`src/dtt_pkg.sv`:
```
// shared constants, types and decode functions of the toggle and thermal control block
package dtt_pkg;

  localparam int NUM_CH = 16;
  localparam int CODE_W = 14;
  localparam int NUM_GRP = 2;
  localparam int GRP_SIZE = 8;
  localparam bit VARIANT_12B = 1'b0;

  // control register
  localparam int CTRL_W = 14;
  localparam logic [CTRL_W-1:0] CTRL_RST = 14'h0000;
  localparam int TOGGLE_GROUP_HI_EN = 3;
  localparam int TOGGLE_GROUP_LO_EN = 2;
  localparam int TOGGLE_GROUP_HI_EN_12B = 1;
  localparam int TOGGLE_GROUP_LO_EN_12B = 0;
  localparam int THERMAL_PROTECT_EN = 8;
  localparam int THERMAL_PROTECT_EN_12B = 6;

  // command word fields
  localparam int REG_SELECT_HI = 21;
  localparam int REG_SELECT_LO = 20;
  localparam int TARGET_ADDRESS_LSB = 16;
  localparam int TARGET_ADDRESS_W = 4;
  localparam logic [1:0] SEL_SPECIAL = 2'h0;
  localparam logic [1:0] SEL_DATA_B = 2'h2;
  localparam logic [1:0] SEL_DATA_A = 2'h3;
  localparam logic [3:0] SPECIAL_FUNCTION_REG_CTRL = 4'hc;

  // register byte offsets
  localparam logic [7:0] OFS_CMD = 8'h00;
  localparam logic [7:0] OFS_CTRL = 8'h04;
  localparam logic [7:0] OFS_STATUS = 8'h08;
  localparam logic [7:0] OFS_MASK = 8'h0c;
  localparam logic [7:0] OFS_STATE = 8'h10;
  localparam logic [7:0] OFS_PWRUP = 8'h14;
  localparam int PWRUP_BIT = 0;

  // event bits of status and mask
  localparam int EV_W = 3;
  localparam int EV_THERM = 0;
  localparam int EV_LOAD = 1;
  localparam int EV_BREFUSE = 2;
  localparam logic [EV_W-1:0] EV_RST = 3'h0;

  // state register bits
  localparam int ST_AMP_PD = 0;
  localparam int ST_OVERTEMP = 1;
  localparam int ST_PHASE_LSB = 2;

  localparam logic [1:0] RESP_OKAY = 2'h0;
  localparam logic [1:0] RESP_SLVERR = 2'h2;
  localparam logic [31:0] WORD_ZERO = 32'h0000_0000;

  typedef enum logic [1:0] {TH_RUN = 2'b00, TH_SHUT = 2'b01} dtt_therm_t;
  typedef logic [NUM_CH-1:0][CODE_W-1:0] dtt_codes_t;

  function automatic logic [NUM_GRP-1:0] tog_enables(input logic [CTRL_W-1:0] c);
    if (VARIANT_12B) begin
      return {c[TOGGLE_GROUP_HI_EN_12B], c[TOGGLE_GROUP_LO_EN_12B]};
    end
    return {c[TOGGLE_GROUP_HI_EN], c[TOGGLE_GROUP_LO_EN]};
  endfunction

  function automatic logic therm_enable(input logic [CTRL_W-1:0] c);
    return VARIANT_12B ? c[THERMAL_PROTECT_EN_12B] : c[THERMAL_PROTECT_EN];
  endfunction

  function automatic logic [1:0] reg_select(input logic [31:0] w);
    return w[REG_SELECT_HI:REG_SELECT_LO];
  endfunction

  function automatic logic [3:0] target_address_field(input logic [31:0] w);
    return w[TARGET_ADDRESS_LSB+:TARGET_ADDRESS_W];
  endfunction

  function automatic logic is_ctrl_write(input logic [31:0] w);
    return (reg_select(w) == SEL_SPECIAL) && (target_address_field(w) == SPECIAL_FUNCTION_REG_CTRL);
  endfunction

  function automatic logic reg_mapped(input logic [7:0] a);
    return (a == OFS_CMD) || (a == OFS_CTRL) || (a == OFS_STATUS) || (a == OFS_MASK) ||
           (a == OFS_STATE) || (a == OFS_PWRUP);
  endfunction

endpackage

```
`src/dtt_bank_if.sv`:
```
// channel bank write, load and toggle signals between control and bank
`timescale 1ns/100ps
interface dtt_bank_if;
  import dtt_pkg::*;
  logic wr_en;
  logic wr_b;
  logic [3:0] wr_ch;
  logic [CODE_W-1:0] wr_data;
  logic load;
  logic [NUM_GRP-1:0] tog_en;
  logic [NUM_GRP-1:0] phase;
  dtt_codes_t dac;
  modport ctl (output wr_en, wr_b, wr_ch, wr_data, load, tog_en, input phase, dac);
  modport bank (input wr_en, wr_b, wr_ch, wr_data, load, tog_en, output phase, dac);
endinterface

```
`src/dtt_top.sv`:
```
// toggle mode and thermal shutdown control with an AXI4-Lite register slave
//
// The AXI4-Lite interface to the registers and the address map were left to the implementer.
`timescale 1ns/100ps

// What this block does
// - command with both select bits zero and address 1100 writes the control register
// - toggle enabled per group of eight by two control bits, position per variant
// - every channel holds a full-width A and B data register
// - B register loads only while its group has toggle enabled
// - each load strobe in toggle alternates the DAC source between A and B
// - first load after toggle is configured copies the A registers
// - toggle turned off by control register; next load copies A registers
// - thermal protection acts only while its control enable bit is set
// - with protection on, overtemperature powers down all output amplifiers
// - shutdown holds until soft power-up while cool, or protection disabled
module dtt_top import dtt_pkg::*; (
  input wire logic clk_sys_i,
  input wire logic nrst_i,
  input wire logic ce_i,
  // load strobe and temperature flag
  input wire logic load_dac_strobe_n_i,
  input wire logic overtemp_i,
  // AXI4-Lite slave
  input wire logic [7:0] s_axi_awaddr_i,
  input wire logic s_axi_awvalid_i,
  output logic s_axi_awready_o,
  input wire logic [31:0] s_axi_wdata_i,
  input wire logic [3:0] s_axi_wstrb_i,
  input wire logic s_axi_wvalid_i,
  output logic s_axi_wready_o,
  output logic [1:0] s_axi_bresp_o,
  output logic s_axi_bvalid_o,
  input wire logic s_axi_bready_i,
  input wire logic [7:0] s_axi_araddr_i,
  input wire logic s_axi_arvalid_i,
  output logic s_axi_arready_o,
  output logic [31:0] s_axi_rdata_o,
  output logic [1:0] s_axi_rresp_o,
  output logic s_axi_rvalid_o,
  input wire logic s_axi_rready_i,
  // converter side
  output logic [NUM_CH*CODE_W-1:0] dac_codes_o,
  output logic [NUM_GRP-1:0] toggle_phase_o,
  output logic amp_power_down_o,
  output logic irq_o
);

  typedef struct packed {
    logic awready;
    logic wready;
    logic aw_got;
    logic w_got;
    logic [7:0] awaddr;
    logic [31:0] wdata;
    logic [3:0] wstrb;
    logic bvalid;
    logic [1:0] bresp;
    logic arready;
    logic rvalid;
    logic [31:0] rdata;
    logic [1:0] rresp;
    logic [31:0] last_cmd;
    logic [CTRL_W-1:0] ctrl;
    logic [EV_W-1:0] status;
    logic [EV_W-1:0] mask;
    logic irq;
    dtt_therm_t th;
    logic amp_pd;
    logic ld_prev;
    logic ld_pulse;
    logic bwr_en;
    logic bwr_b;
    logic [3:0] bwr_ch;
    logic [CODE_W-1:0] bwr_data;
  } dtt_top_state_t;

  localparam dtt_top_state_t STATE_RST = '{
    awready: 1'b1, wready: 1'b1, aw_got: 1'b0, w_got: 1'b0, awaddr: 8'h00,
    wdata: WORD_ZERO, wstrb: 4'h0, bvalid: 1'b0, bresp: RESP_OKAY,
    arready: 1'b1, rvalid: 1'b0, rdata: WORD_ZERO, rresp: RESP_OKAY,
    last_cmd: WORD_ZERO, ctrl: CTRL_RST, status: EV_RST, mask: EV_RST, irq: 1'b0,
    th: TH_RUN, amp_pd: 1'b0, ld_prev: 1'b1, ld_pulse: 1'b0,
    bwr_en: 1'b0, bwr_b: 1'b0, bwr_ch: 4'h0, bwr_data: 14'h0000
  };

  dtt_top_state_t q;
  dtt_top_state_t d;

  // write, load and toggle path to the channel bank
  dtt_bank_if bif();

  logic exec;
  logic cmd_exec;
  logic soft_pwrup;
  logic th_en;
  logic [EV_W-1:0] ev;
  logic [EV_W-1:0] w1c;
  logic [31:0] rd;
  logic [NUM_GRP-1:0] tog_now;

  ////////////////////////////////////////////////////////////////////////////////
  // next state

  always_comb begin
    d = q;
    ev = '0;
    w1c = '0;
    rd = WORD_ZERO;
    // decoded from the current control word
    tog_now = tog_enables(q.ctrl);
    th_en = therm_enable(q.ctrl);

    // write channels are accepted in either order and held until both are in
    if (s_axi_awvalid_i && q.awready) begin
      d.aw_got = 1'b1;
      d.awaddr = s_axi_awaddr_i;
    end
    if (s_axi_wvalid_i && q.wready) begin
      d.w_got = 1'b1;
      d.wdata = s_axi_wdata_i;
      d.wstrb = s_axi_wstrb_i;
    end
    // a write runs once both halves are in and no response is pending
    exec = q.aw_got && q.w_got && !q.bvalid;
    cmd_exec = exec && (q.awaddr == OFS_CMD);
    soft_pwrup = exec && (q.awaddr == OFS_PWRUP) && q.wstrb[0] && q.wdata[PWRUP_BIT];
    if (exec) begin
      d.aw_got = 1'b0;
      d.w_got = 1'b0;
      d.bvalid = 1'b1;
      d.bresp = reg_mapped(q.awaddr) ? RESP_OKAY : RESP_SLVERR;
    end else if (q.bvalid && s_axi_bready_i) begin
      d.bvalid = 1'b0;
    end
    // each write channel stays closed until its response has been taken
    d.awready = !d.aw_got && !d.bvalid;
    d.wready = !d.w_got && !d.bvalid;

    // command word: control register or a channel data register
    d.bwr_en = 1'b0;
    if (cmd_exec) begin
      d.last_cmd = q.wdata;
      if (is_ctrl_write(q.wdata)) begin
        d.ctrl = q.wdata[CTRL_W-1:0];
      end else if (reg_select(q.wdata) == SEL_DATA_A || reg_select(q.wdata) == SEL_DATA_B) begin
        d.bwr_en = 1'b1;
        d.bwr_b = (reg_select(q.wdata) == SEL_DATA_B);
        d.bwr_ch = target_address_field(q.wdata);
        d.bwr_data = q.wdata[CODE_W-1:0];
        // a refused B write is flagged so software can see the setup order slipped
        ev[EV_BREFUSE] = d.bwr_b && !tog_now[d.bwr_ch[3]];
      end
    end

    // mask and write-one-to-clear status honour the low byte lane
    if (exec && (q.awaddr == OFS_MASK) && q.wstrb[0]) begin
      d.mask = q.wdata[EV_W-1:0];
    end
    if (exec && (q.awaddr == OFS_STATUS) && q.wstrb[0]) begin
      w1c = q.wdata[EV_W-1:0];
    end

    // load strobe falling edge becomes a one-cycle load pulse to the bank
    d.ld_prev = load_dac_strobe_n_i;
    d.ld_pulse = q.ld_prev && !load_dac_strobe_n_i;
    ev[EV_LOAD] = q.ld_pulse;

    // thermal shutdown latch
    case (q.th)
      TH_RUN: begin
        if (th_en && overtemp_i) begin
          d.th = TH_SHUT;
        end
      end
      TH_SHUT: begin
        if (!th_en || (soft_pwrup && !overtemp_i)) begin
          d.th = TH_RUN;
        end
      end
      default: begin
        d.th = TH_RUN;
      end
    endcase
    // power-down mirrors the latch; the event marks only its entry
    d.amp_pd = (d.th == TH_SHUT);
    ev[EV_THERM] = (q.th == TH_RUN) && (d.th == TH_SHUT);

    // a new event wins over a clear in the same cycle
    d.status = (q.status & ~w1c) | ev;
    d.irq = |(d.status & d.mask);

    // read channel
    if (s_axi_arvalid_i && q.arready) begin
      case (s_axi_araddr_i)
        OFS_CMD: rd = q.last_cmd;
        OFS_CTRL: rd[CTRL_W-1:0] = q.ctrl;
        OFS_STATUS: rd[EV_W-1:0] = q.status;
        OFS_MASK: rd[EV_W-1:0] = q.mask;
        OFS_STATE: begin
          rd[ST_AMP_PD] = q.amp_pd;
          // live sensor level, not the latch
          rd[ST_OVERTEMP] = overtemp_i;
          rd[ST_PHASE_LSB+:NUM_GRP] = bif.phase;
        end
        default: rd = WORD_ZERO;
      endcase
      d.rvalid = 1'b1;
      d.rdata = rd;
      d.rresp = reg_mapped(s_axi_araddr_i) ? RESP_OKAY : RESP_SLVERR;
    end else if (q.rvalid && s_axi_rready_i) begin
      d.rvalid = 1'b0;
    end
    // one read at a time: the address reopens once the data is taken
    d.arready = !d.rvalid;
  end

  ////////////////////////////////////////////////////////////////////////////////
  // state register

  // clock enable low freezes every flop, bus included
  always_ff @(posedge clk_sys_i or negedge nrst_i) begin
    if (!nrst_i) begin
      q <= STATE_RST;
    end else if (ce_i) begin
      q <= d;
    end
  end

  ////////////////////////////////////////////////////////////////////////////////
  // channel bank

  // registered requests: a data write reaches the A or B register two edges after exec
  assign bif.wr_en = q.bwr_en;
  assign bif.wr_b = q.bwr_b;
  assign bif.wr_ch = q.bwr_ch;
  assign bif.wr_data = q.bwr_data;
  assign bif.load = q.ld_pulse;
  assign bif.tog_en = tog_enables(q.ctrl);

  dtt_chan_bank u_bank (
    .clk_sys_i (clk_sys_i),
    .nrst_i (nrst_i),
    .ce_i (ce_i),
    .bif (bif)
  );

  ////////////////////////////////////////////////////////////////////////////////
  // outputs

  // every output is a flop here or in the bank
  assign s_axi_awready_o = q.awready;
  assign s_axi_wready_o = q.wready;
  assign s_axi_bresp_o = q.bresp;
  assign s_axi_bvalid_o = q.bvalid;
  assign s_axi_arready_o = q.arready;
  assign s_axi_rdata_o = q.rdata;
  assign s_axi_rresp_o = q.rresp;
  assign s_axi_rvalid_o = q.rvalid;
  assign dac_codes_o = bif.dac;
  assign toggle_phase_o = bif.phase;
  assign amp_power_down_o = q.amp_pd;
  assign irq_o = q.irq;

  ////////////////////////////////////////////////////////////////////////////////
  // checks

  // control register and toggle enables
  chk_ctrl_decode: assert property (@(posedge clk_sys_i) disable iff (!nrst_i)
    ce_i && cmd_exec && is_ctrl_write(q.wdata) |=> q.ctrl == $past(q.wdata[CTRL_W-1:0]))
    else $error("control write not decoded");

  chk_ctrl_ignored: assert property (@(posedge clk_sys_i) disable iff (!nrst_i)
    ce_i && !(cmd_exec && is_ctrl_write(q.wdata)) |=> $stable(q.ctrl))
    else $error("control register changed without its command");

  chk_toggle_bits: assert property (@(posedge clk_sys_i) disable iff (!nrst_i)
    ce_i && cmd_exec && is_ctrl_write(q.wdata)
    |=> bif.tog_en == {$past(q.wdata[TOGGLE_GROUP_HI_EN]), $past(q.wdata[TOGGLE_GROUP_LO_EN])})
    else $error("toggle enables not taken from the control bits");

  chk_refuse_event: assert property (@(posedge clk_sys_i) disable iff (!nrst_i)
    ce_i && cmd_exec && (reg_select(q.wdata) == SEL_DATA_B)
    && !bif.tog_en[q.wdata[TARGET_ADDRESS_LSB+3]] |=> q.status[EV_BREFUSE])
    else $error("refused B write not flagged");

  // thermal latch
  chk_thermal_gate: assert property (@(posedge clk_sys_i) disable iff (!nrst_i)
    ce_i && !th_en |=> !amp_power_down_o)
    else $error("amplifiers down while protection disabled");

  chk_thermal_trip: assert property (@(posedge clk_sys_i) disable iff (!nrst_i)
    ce_i && th_en && overtemp_i
    |=> amp_power_down_o && (q.status[EV_THERM] || $past(amp_power_down_o)))
    else $error("overtemperature did not power down amplifiers");

  chk_hold_shut: assert property (@(posedge clk_sys_i) disable iff (!nrst_i)
    ce_i && amp_power_down_o && th_en && !(soft_pwrup && !overtemp_i) |=> amp_power_down_o)
    else $error("shutdown released without a release condition");

  chk_release: assert property (@(posedge clk_sys_i) disable iff (!nrst_i)
    ce_i && amp_power_down_o && soft_pwrup && !overtemp_i |=> !amp_power_down_o)
    else $error("soft power-up did not release shutdown");

  // load strobe, interrupt and clock enable
  chk_load_pulse: assert property (@(posedge clk_sys_i) disable iff (!nrst_i)
    ce_i && $fell(load_dac_strobe_n_i) && $past(ce_i) |=> bif.load ##1 !bif.load)
    else $error("load strobe edge not turned into one pulse");

  chk_load_event: assert property (@(posedge clk_sys_i) disable iff (!nrst_i)
    ce_i && q.ld_pulse
    |=> q.status[EV_LOAD])
    else $error("load event not flagged");

  chk_irq_level: assert property (@(posedge clk_sys_i) disable iff (!nrst_i)
    ce_i ##1 1'b1 |-> irq_o == |(q.status & q.mask))
    else $error("interrupt does not follow unmasked status");

  chk_ce_freeze: assert property (@(posedge clk_sys_i) disable iff (!nrst_i)
    !ce_i
    |=> $stable(q))
    else $error("state moved while clock enable low");

  // bus handshakes
  chk_write_answer: assert property (@(posedge clk_sys_i) disable iff (!nrst_i)
    ce_i && exec
    |=> s_axi_bvalid_o && !s_axi_awready_o && !s_axi_wready_o)
    else $error("write response missing");

  chk_write_closed: assert property (@(posedge clk_sys_i) disable iff (!nrst_i)
    s_axi_bvalid_o
    |-> !s_axi_awready_o && !s_axi_wready_o)
    else $error("write channels open during response");

  chk_read_answer: assert property (@(posedge clk_sys_i) disable iff (!nrst_i)
    ce_i && s_axi_arvalid_i && s_axi_arready_o
    |=> s_axi_rvalid_o)
    else $error("read data missing");

  chk_read_closed: assert property (@(posedge clk_sys_i) disable iff (!nrst_i)
    s_axi_rvalid_o
    |-> !s_axi_arready_o)
    else $error("read address open during read data");

endmodule // dtt_top

```
`src/dtt_chan_bank.sv`:
```
// per-channel A, B and DAC registers with group toggle phase
`timescale 1ns/100ps
module dtt_chan_bank import dtt_pkg::*; (
  input wire logic clk_sys_i,
  input wire logic nrst_i,
  input wire logic ce_i,
  dtt_bank_if.bank bif
);

  typedef struct packed {
    dtt_codes_t a;
    dtt_codes_t b;
    dtt_codes_t dac;
    logic [NUM_GRP-1:0] phase;
    logic [NUM_GRP-1:0] en_prev;
  } dtt_bank_state_t;

  dtt_bank_state_t q;
  dtt_bank_state_t d;
  logic [NUM_GRP-1:0] use_b;

  always_comb begin
    d = q;
    use_b = '0;
    if (bif.wr_en) begin
      if (!bif.wr_b) begin
        d.a[bif.wr_ch] = bif.wr_data;
      end else if (bif.tog_en[bif.wr_ch[3]]) begin
        d.b[bif.wr_ch] = bif.wr_data;
      end
    end
    for (int g = 0; g < NUM_GRP; g++) begin
      use_b[g] = bif.tog_en[g] && (bif.tog_en[g] == q.en_prev[g]) && q.phase[g];
      if (bif.tog_en[g] != q.en_prev[g]) begin
        d.phase[g] = 1'b0;
      end else if (bif.load && bif.tog_en[g]) begin
        d.phase[g] = ~q.phase[g];
      end
    end
    d.en_prev = bif.tog_en;
    if (bif.load) begin
      for (int c = 0; c < NUM_CH; c++) begin
        d.dac[c] = use_b[c / GRP_SIZE] ? q.b[c] : q.a[c];
      end
    end
  end

  always_ff @(posedge clk_sys_i or negedge nrst_i) begin
    if (!nrst_i) begin
      q <= '0;
    end else if (ce_i) begin
      q <= d;
    end
  end

  assign bif.phase = q.phase;
  assign bif.dac = q.dac;

  chk_a_write: assert property (@(posedge clk_sys_i) disable iff (!nrst_i)
    ce_i && bif.wr_en && !bif.wr_b |=> q.a[$past(bif.wr_ch)] == $past(bif.wr_data))
    else $error("A register did not take its write");
  chk_b_refused: assert property (@(posedge clk_sys_i) disable iff (!nrst_i)
    ce_i && bif.wr_en && bif.wr_b && !bif.tog_en[bif.wr_ch[3]] |=> $stable(q.b))
    else $error("B register loaded while toggle off");
  chk_toggle_flip: assert property (@(posedge clk_sys_i) disable iff (!nrst_i)
    ce_i && bif.load && bif.tog_en[1] && q.en_prev[1] && q.phase[1]
    |=> q.dac[8] == $past(q.b[8]) && !q.phase[1])
    else $error("toggle did not source B then return to A");
  chk_first_load_a: assert property (@(posedge clk_sys_i) disable iff (!nrst_i)
    ce_i && bif.load && !q.phase[0] |=> q.dac[0] == $past(q.a[0]))
    else $error("load in A phase did not copy A");
  chk_off_loads_a: assert property (@(posedge clk_sys_i) disable iff (!nrst_i)
    ce_i && bif.load && !bif.tog_en[1] |=> q.dac[15] == $past(q.a[15]) && !q.phase[1])
    else $error("load with toggle off did not copy A");
  chk_phase_reset: assert property (@(posedge clk_sys_i) disable iff (!nrst_i)
    ce_i && (bif.tog_en[0] != q.en_prev[0]) |=> !q.phase[0])
    else $error("toggle phase not reset on enable change");

endmodule // dtt_chan_bank

```
`config.mk`:
```
export PLATFORM = sky130hd
export DESIGN_NAME = dtt_top
export DESIGN_NICKNAME = d
export VERILOG_FILES = /design/src/dtt_pkg.sv /design/src/dtt_bank_if.sv /design/src/dtt_top.sv /design/src/dtt_chan_bank.sv
export SDC_FILE = /design/constraint.sdc
export NUM_CORES = 1
export LEC_CHECK = 0
export ABC_CLOCK_PERIOD_IN_PS = 3950
export BUFFER_PORTS_ARGS = -buffer_cell sky130_fd_sc_hd__buf_2
export CAP_MARGIN = 15
export CORE_MARGIN = 3
export CORE_UTILIZATION = 30
export DETAILED_ROUTE_END_ITERATION = 10
export HOLD_SLACK_MARGIN = 0.02
export PLACE_DENSITY = 0.58
export SKIP_CTS_REPAIR_TIMING = 1
export SLEW_MARGIN = 10
export SYNTH_ARGS = -nofsm -noshare
export SYNTH_HDL_FRONTEND = slang
export SYNTH_SLANG_ARGS = --single-unit
```
`constraint.sdc`:
```
create_clock -name clk_sys_i -period 3.95 [get_ports clk_sys_i]
set_input_delay 0.79 -clock clk_sys_i [delete_from_list [all_inputs] [get_ports clk_sys_i]]
set_output_delay 0.79 -clock clk_sys_i [all_outputs]
set_load 0.02 [all_outputs]
```
==> summary.txt, run 1 <==
Placed design
  • Pre-CTS WS: 746.5 ps
  • Input/output buffers: 325
  • HPWL after DPL: 58,260 um
  • GP Congestion: 0.7506

Hold path
  • Worst min-delay path class: input pin to async pin

Setup path
  • Critical path launch point type: flip-flop
  • Critical Path RT: 4490 ps
  • Critical path type: flip-flop to flip-flop
  • R2R depth: 6
  • Arrival time at the worst endpoint: 3630 ps
  • Max FO, Critical Path: 10
  • Reg-to-reg slack, setup: 860 ps
  • Worst setup EP type: flip-flop

Global routing
  • Global-route wire length before repair: 137,600 um
  • GRT Total Usage: 0.1488
  • GRT overflow: 0
  • Antenna violations before repair: 12
  • Vias in the first global route: 21,120
  • Largest net degree at the start of global routing: 114

Logic synthesis
  • Syn_area_per_cell: 12.79 um^2
  • Post-synthesis async set-or-reset flop share: 1.000
  • Ys flop type: dfrtp_1
  • Compound-Gate Fraction of Synth Area: 0.04734
  • Post-synthesis sequential area ratio: 0.5886
  • Number of synthesized register bits: 836
  • Xor and xnor area share after synthesis: 0
  • Post-Syn Instances: 2,779
  • Adder-cell share of the synthesized area: 0.0007039
  • Largest family of logic cells by synthesized area: multiplexers
  • Mux share of post-synthesis cell area: 0.2412
  • Post-synth cell types: 56
  • Post-synthesis cell area: 35,550 um^2
  • Synth warn: 0
  • Number of flops mapped to enable cells by yosys: 0
  • Post-synthesis simple-gate area fraction: 0.04607

Power
  • Leakage Power: 20.81 nW
  • Max VDD drop: 0.3394 mV
  • Power density of the placed cells: 554.4 nW/um^2

Clocking
  • CTS Sinks: 836
  • TritonCTS Buffers: 95
  • Longest Clk Path Bufs: 3
  • Skew-Pair Late Insertion Delay: 670 ps
  • Clock transition at the registers of the reported paths: 60 ps
  • H-tree levels: 3
  • Clock root buffer: clkbuf_16
  • CTS tree: done

Final layout
  • Most common cell after layout, fill and taps aside: dfrtp_1
  • Area growth syn-to-layout: 14.44%
  • Sequential Area: 20,940 um^2
  • Layout cell share with drive strength beyond 1: 0.3984
  • Commonest cells after routing, fill and taps aside: 818 x dfrtp_1, 554 x mux2_2, 324 x buf_2
  • Filler cell count: 11,520
  • Final net count: 2,917
  • Area of the multi-input gates: 12,020 um^2

Route
  • M1 WL: 41,910 um
  • Vias post-DR: 20,620
  • Average vias per placed instance: 4.620
  • Top layer in use: met5
  • Routed Antenna Nets: 0
  • 1st-iter DRT viols: 1,170
  • Final WL: 90,610 um
  • WL met2: 41,290 um
  • TritonRoute pass-1 iters: 6
  • Met3 routed WL: 5691 um
  • Post-detailed-route wirelength per cell: 20.30 um
  • Drt drc: 0

Timing
  • Worst Tran Pin Value: 1185 ps
  • Final slew viol count: 0
  • Final Hold Fails: 0
  • Unrepaired setup endpoints after global routing: false
  • Period utilization: 0.7828
  • FMAX: 323.4 MHz
  • Fin Setup TNS: 0 ps
  • Setup Skew: 43.72 ps
  • PnR worst setup slack: 858.1 ps
  • Crit path time final: 3092 ps
  • Final setup viols: 0
  • Relative slew slack: 0.2102

Floorplan
  • Die H: 350.2 um
  • Die width: 350.2 um
  • Site Rows: 125
  • Initial core utilization: 0.3043
  • DIE AREA: 122,700 um^2
  • CORE AREA: 116,800 um^2
  • IO Count: 331

Status
  • Status: completed

Run
  • # Max-Cap Violations: 0
## final timing paths
kind / startpoint / to
max reg2reg: s_axi_bvalid_o$_DFFE_PN0P_ / q[39]$_DFFE_PN0P_
min in group clk_sys_i: load_dac_strobe_n_i / bif.load$_DFFE_PN0P_
min: nrst_i / q[153]$_DFFE_PN0P_
min reg2reg: s_axi_rdata_o[12]$_DFFE_PN0P_ / s_axi_rdata_o[12]$_DFFE_PN0P_
max: s_axi_bvalid_o$_DFFE_PN0P_ / q[39]$_DFFE_PN0P_
max in group asynchronous: nrst_i / u_bank.bif.dac[57]$_DFFE_PN0P_
## power breakdown
group	total (mW)	switching (mW)	internal, mW
clock	8.85	3.63	5.22
sequential	10.5	0.928	9.57
combinational	3.20	2.03	1.17
## registers in the layout (all words and copies together) (netlist names), 2 cells and up
register / cells
u_bank.bif.phase: 2
u_bank.bif.dac: 224
bif.tog_en: 2
bif.wr_ch: 4
s_axi_rdata_o: 32
u_bank.q: 450
bif.wr_data: 14
q: 96
## critical path, stage by stage, from the launching register on
cell	delay [ps]
dfrtp_1	430
or4b_4	600
or4_4	580
or2_1	270
nor4_4	530
buf_12	210
mux2_2	330
## synthesized netlist by cell type, types with 3 or more instances
| library cell | count | share of area |
|---|---|---|
| buf_4 | 262 | 0.055 |
| a21o_1 | 5 | 0.0011 |
| dfrtp_1 | 832 | 0.59 |
| nor2_1 | 257 | 0.027 |
| mux2i_1 | 230 | 0.065 |
| nor2b_1 | 3 | 0.00053 |
| a211oi_1 | 4 | 0.00084 |
| nor3_1 | 7 | 0.00099 |
| nand2b_1 | 9 | 0.0016 |
| or3_1 | 7 | 0.0012 |
| a22oi_1 | 11 | 0.0023 |
| nand3_1 | 7 | 0.00099 |
| a2bb2oi_1 | 3 | 0.00074 |
| nand2_1 | 74 | 0.0078 |
| mux2_2 | 554 | 0.18 |
| buf_1 | 15 | 0.0016 |
| mux2_1 | 3 | 0.00095 |
| nor4_1 | 9 | 0.0016 |
| dfstp_2 | 4 | 0.0030 |
| clkbuf_1 | 163 | 0.017 |
| a221o_1 | 3 | 0.00084 |
| o21ai_0 | 40 | 0.0056 |
| a21oi_1 | 230 | 0.032 |
| inv_1 | 9 | 0.00095 |
## routing by layer
layer	vias up	GRT usage
li1	9519	-
met1	10580	0.2027
met2	403	0.2349
met3	108	0.04011
met4	4	0.03800
met5	-	0
## final cells by class
cell class,count,area share
sequential,836,0.5148
tap,1524,0.04687
clock buffer,146,0.06960
antenna,7,0.0004306
timing repair buffer,419,0.06373
inverter,10,0.0009227
clock inverter,30,0.008273
multi-input combinational,1491,0.2954
## cells by family (layout without fill, tap and decap cells)
group | count (synthesis) | after routing
buffers and inverters | 453 | 605
AOI/OAI and AO/OA | 311 | 311
other | 1 | 9
muxes | 787 | 787
and+or+nand+nor | 389 | 389
adders and majority gates | 2 | 2
DFF | 836 | 836
## stage by stage
step / total power [mW] / instances / utilization / hold WS (ps) / instance area, um^2
4_1_cts: 22.95 / 4456 / 0.3481 / 155.4 / 40660
6_report: 22.55 / 4463 / 0.3482 / 130.8 / 40680
5_1_grt: 23.73 / 4458 / 0.3481 / 169.2 / 40670
3_3_place_gp: 13.86 / 4280 / 0.3209 / 461.2 / 37500
2_1_floorplan: 13.17 / 2780 / - / 446.9 / 35550
3_5_place_dp: 13.92 / 4280 / 0.3209 / 469.3 / 37500
Note: power is estimated with default switching activity, not from simulation.
==> run 2: changes to the inputs <==
--- a/config.mk
+++ b/config.mk
@@ -5,7 +5,7 @@
 export SDC_FILE = /design/constraint.sdc
 export NUM_CORES = 1
 export LEC_CHECK = 0
-export ABC_CLOCK_PERIOD_IN_PS = 3950
+export ABC_CLOCK_PERIOD_IN_PS = 3150
 export BUFFER_PORTS_ARGS = -buffer_cell sky130_fd_sc_hd__buf_2
 export CAP_MARGIN = 15
 export CORE_MARGIN = 3
==> constraint.sdc (replaced) <==
create_clock -name clk_sys_i -period 3.15 [get_ports clk_sys_i]
set_input_delay 0.63 -clock clk_sys_i [delete_from_list [all_inputs] [get_ports clk_sys_i]]
set_output_delay 0.63 -clock clk_sys_i [all_outputs]
set_load 0.02 [all_outputs]
==> run 2 against run 1 <==
Effect of this change:
- die area unchanged
- critical endpoint unchanged
- largest power group unchanged
- count of clock-buffer cells in the layout fell by 2
- hold slack better by 10 ps
- sequential share of layout area is 0.23 points lower
- sequential cell count did not move
- wire length about the same
- sequential power rose by 26%
- worst setup slack worse by 550 ps
==> summary.txt, run 2 (synthesis results as in run 1) <==
Status
  • Status: completed (unchanged)

Power
  • Power density of the placed cells: 696.0 nW/um^2 (was 554.4 nW/um^2)
  • Leakage Power: 20.90 nW (was 20.81 nW)
  • Max VDD drop: 0.4136 mV (was 0.3394 mV)

Clocking
  • CTS Sinks: 836 (unchanged)
  • Longest Clk Path Bufs: 3 (unchanged)
  • Clock root buffer: clkbuf_16 (unchanged)
  • Skew-Pair Late Insertion Delay: 680 ps (was 670 ps)
  • CTS tree: done (unchanged)
  • Clock transition at the registers of the reported paths: 60 ps (about the same)
  • H-tree levels: 3 (unchanged)
  • TritonCTS Buffers: 94 (was 95)

Route
  • Final WL: 90,540 um (was 90,610 um)
  • Drt drc: 0 (unchanged)
  • Post-detailed-route wirelength per cell: 20.28 um (was 20.30 um)
  • 1st-iter DRT viols: 1,037 (was 1,170)
  • Vias post-DR: 20,430 (was 20,620)
  • Routed Antenna Nets: 0 (unchanged)
  • Average vias per placed instance: 4.577 (was 4.620)
  • TritonRoute pass-1 iters: 5 (was 6)

Setup path
  • Worst path bufs/invs: 1 (unchanged)
  • Reg-to-reg slack, setup: 310 ps (was 860 ps)
  • Crit-path leading delay family: simple AND/OR/NAND/NOR gates (unchanged)
  • RR Endpoint: q[39]$_DFFE_PN0P_ (unchanged)
  • Arrival time at the worst endpoint: 3390 ps (was 3630 ps)
  • Critical R2R Launch: s_axi_bvalid_o$_DFFE_PN0P_ (unchanged)
  • CP startpoint: s_axi_bvalid_o$_DFFE_PN0P_ (unchanged)
  • Crit path largest cell delay: 590 ps (was 600 ps)
  • End of the critical path: q[39]$_DFFE_PN0P_ (unchanged)
  • Max FO, Critical Path: 11 (was 10)
  • Critical path launch point type: flip-flop (unchanged)
  • Worst path slowest cell: or4b_4 (unchanged)
  • Worst setup EP type: flip-flop (unchanged)
  • CP cell instances: or4b_4 -> or4_4 -> or2_1 -> nor4_4 -> buf_4 -> mux2_2 (was or4b_4 -> or4_4 -> or2_1 -> nor4_4 -> buf_12 -> mux2_2)
  • CP Depth: 6 (unchanged)
  • R2R depth: 6 (unchanged)
  • Critical path type: flip-flop to flip-flop (unchanged)
  • Critical Path RT: 3700 ps (was 4490 ps)

Final layout
  • Commonest cells after routing, fill and taps aside: 818 x dfrtp_1, 554 x mux2_2, 324 x buf_2 (unchanged)
  • Max reg flops: 450 (unchanged)
  • Most flops, register: u_bank.q (unchanged)
  • Final Cell Area: 40,860 um^2 (was 40,680 um^2)
  • Area growth syn-to-layout: 14.94% (was 14.44%)
  • Final net count: 2,921 (was 2,917)
  • Layout cell share with drive strength beyond 1: 0.4001 (was 0.3984)
  • Filler cell count: 11,450 (was 11,520)
  • Most common cell after layout, fill and taps aside: dfrtp_1 (unchanged)

Floorplan
  • Initial core utilization: 0.3043 (unchanged)
  • Die width: 350.2 um (unchanged)
  • Site Rows: 125 (unchanged)
  • DIE AREA: 122,700 um^2 (unchanged)
  • CORE AREA: 116,800 um^2 (unchanged)
  • Die H: 350.2 um (unchanged)
  • IO Count: 331 (unchanged)

Timing
  • Final setup viols: 0 (unchanged)
  • FMAX: 351.7 MHz (was 323.4 MHz)
  • WHS: 140.9 ps (was 130.8 ps)
  • Worst Tran Pin Value: 1066 ps (was 1185 ps)
  • Relative slew slack: 0.2892 (was 0.2102)
  • Unrepaired setup endpoints after global routing: false (unchanged)
  • Final slew viol count: 0 (unchanged)
  • Final Hold Fails: 0 (unchanged)
  • Crit path time final: 2843 ps (was 3092 ps)
  • Setup Skew: 47.14 ps (was 43.72 ps)
  • Period utilization: 0.9027 (was 0.7828)
  • Fin Setup TNS: 0 ps (unchanged)

Hold path
  • Worst min-delay path class: input pin to flip-flop (was input pin to async pin)

Placed design
  • Cell Area, Placed: 37,610 um^2 (was 37,500 um^2)
  • Input/output buffers: 325 (unchanged)
  • GP Congestion: 0.7634 (was 0.7506)
  • HPWL after DPL: 58,240 um (was 58,260 um)

Global routing
  • Vias in the first global route: 21,280 (was 21,120)
  • Global-route wire length before repair: 136,600 um (was 137,600 um)
  • Largest net degree at the start of global routing: 105 (was 114)
  • GRT Total Usage: 0.1476 (was 0.1488)
  • Antenna violations before repair: 12 (unchanged)
  • GRT overflow: 0 (unchanged)

Run
  • # Max-Cap Violations: 0 (unchanged)
run 2: changes by cell type in the layout (fill, tap and decap cells not counted), sizes merged:
cell	change
buf	+4
bufinv	+2
clkbuf	-2
inv	-2
clkinvlp	-1
diode	-1
dlygate4sd3	+1
run 2: worst min path at each step:
stage | from | cells past startpoint | slack [ps] | end
3_3_place_gp | s_axi_rdata_o[2]$_DFFE_PN0P_ | 2 | 460 | s_axi_rdata_o[2]$_DFFE_PN0P_
2_1_floorplan | nrst_i | 0 | 330 | amp_power_down_o$_DFFE_PN0P_
3_5_place_dp | q[67]$_DFFE_PN0P_ | 2 | 460 | q[67]$_DFFE_PN0P_
4_1_cts | nrst_i | 1 | -130 | u_bank.bif.dac[222]$_DFFE_PN0P_
5_1_grt | load_dac_strobe_n_i | 2 | 100 | bif.load$_DFFE_PN0P_
6_report | load_dac_strobe_n_i | 2 | 140 | bif.load$_DFFE_PN0P_
run 2: final cells by class:
type / count / area, um^2 / share of cell area
Inverter: 10 / 37.54 / 0.0009186
Tap cell: 1524 / 1907 / 0.04667
Sequential cell: 836 / 20940 / 0.5125
Multi-Input combinational cell: 1491 / 12020 / 0.2941
Clock buffer: 144 / 2843 / 0.06957
Timing Repair Buffer: 424 / 2720 / 0.06657
Clock inverter: 29 / 380.4 / 0.009309
Antenna cell: 6 / 15.01 / 0.0003674
run 2: power by group:
group	internal [mW]	total, mW	switching (mW)
Sequential	12.0	13.2	1.18
Clock	6.73	11.2	4.52
Combinational	1.48	4.00	2.52
Total	20.2	28.4	8.22
run 2: stage by stage:
| stage | util | power [mW] | setup WS (ps) | cells |
|---|---|---|---|---|
| after detailed placement | 0.3219 | 17.47 | 319.8 | 4284 |
| final | 0.3498 | 28.44 | 306.5 | 4464 |
| after CTS | 0.3495 | 28.94 | 297.8 | 4457 |
| after global routing | 0.3496 | 29.87 | 239.7 | 4459 |
| after floorplan | - | 16.52 | 249.7 | 2780 |
| after global placement | 0.3219 | 17.38 | 336.8 | 4284 |
run 2: metal layers:
| metal | part of all wire | wire length [um] | global-route usage | vias up |
|---|---|---|---|---|
| met5 | 0.00028 | 25 | 0 | - |
| met4 | 0.019 | 1741 | 0.03937 | 4 |
| met3 | 0.062 | 5601 | 0.03884 | 91 |
| met2 | 0.46 | 41260 | 0.2339 | 400 |
| met1 | 0.46 | 41910 | 0.2001 | 10400 |
| li1 | - | - | - | 9539 |
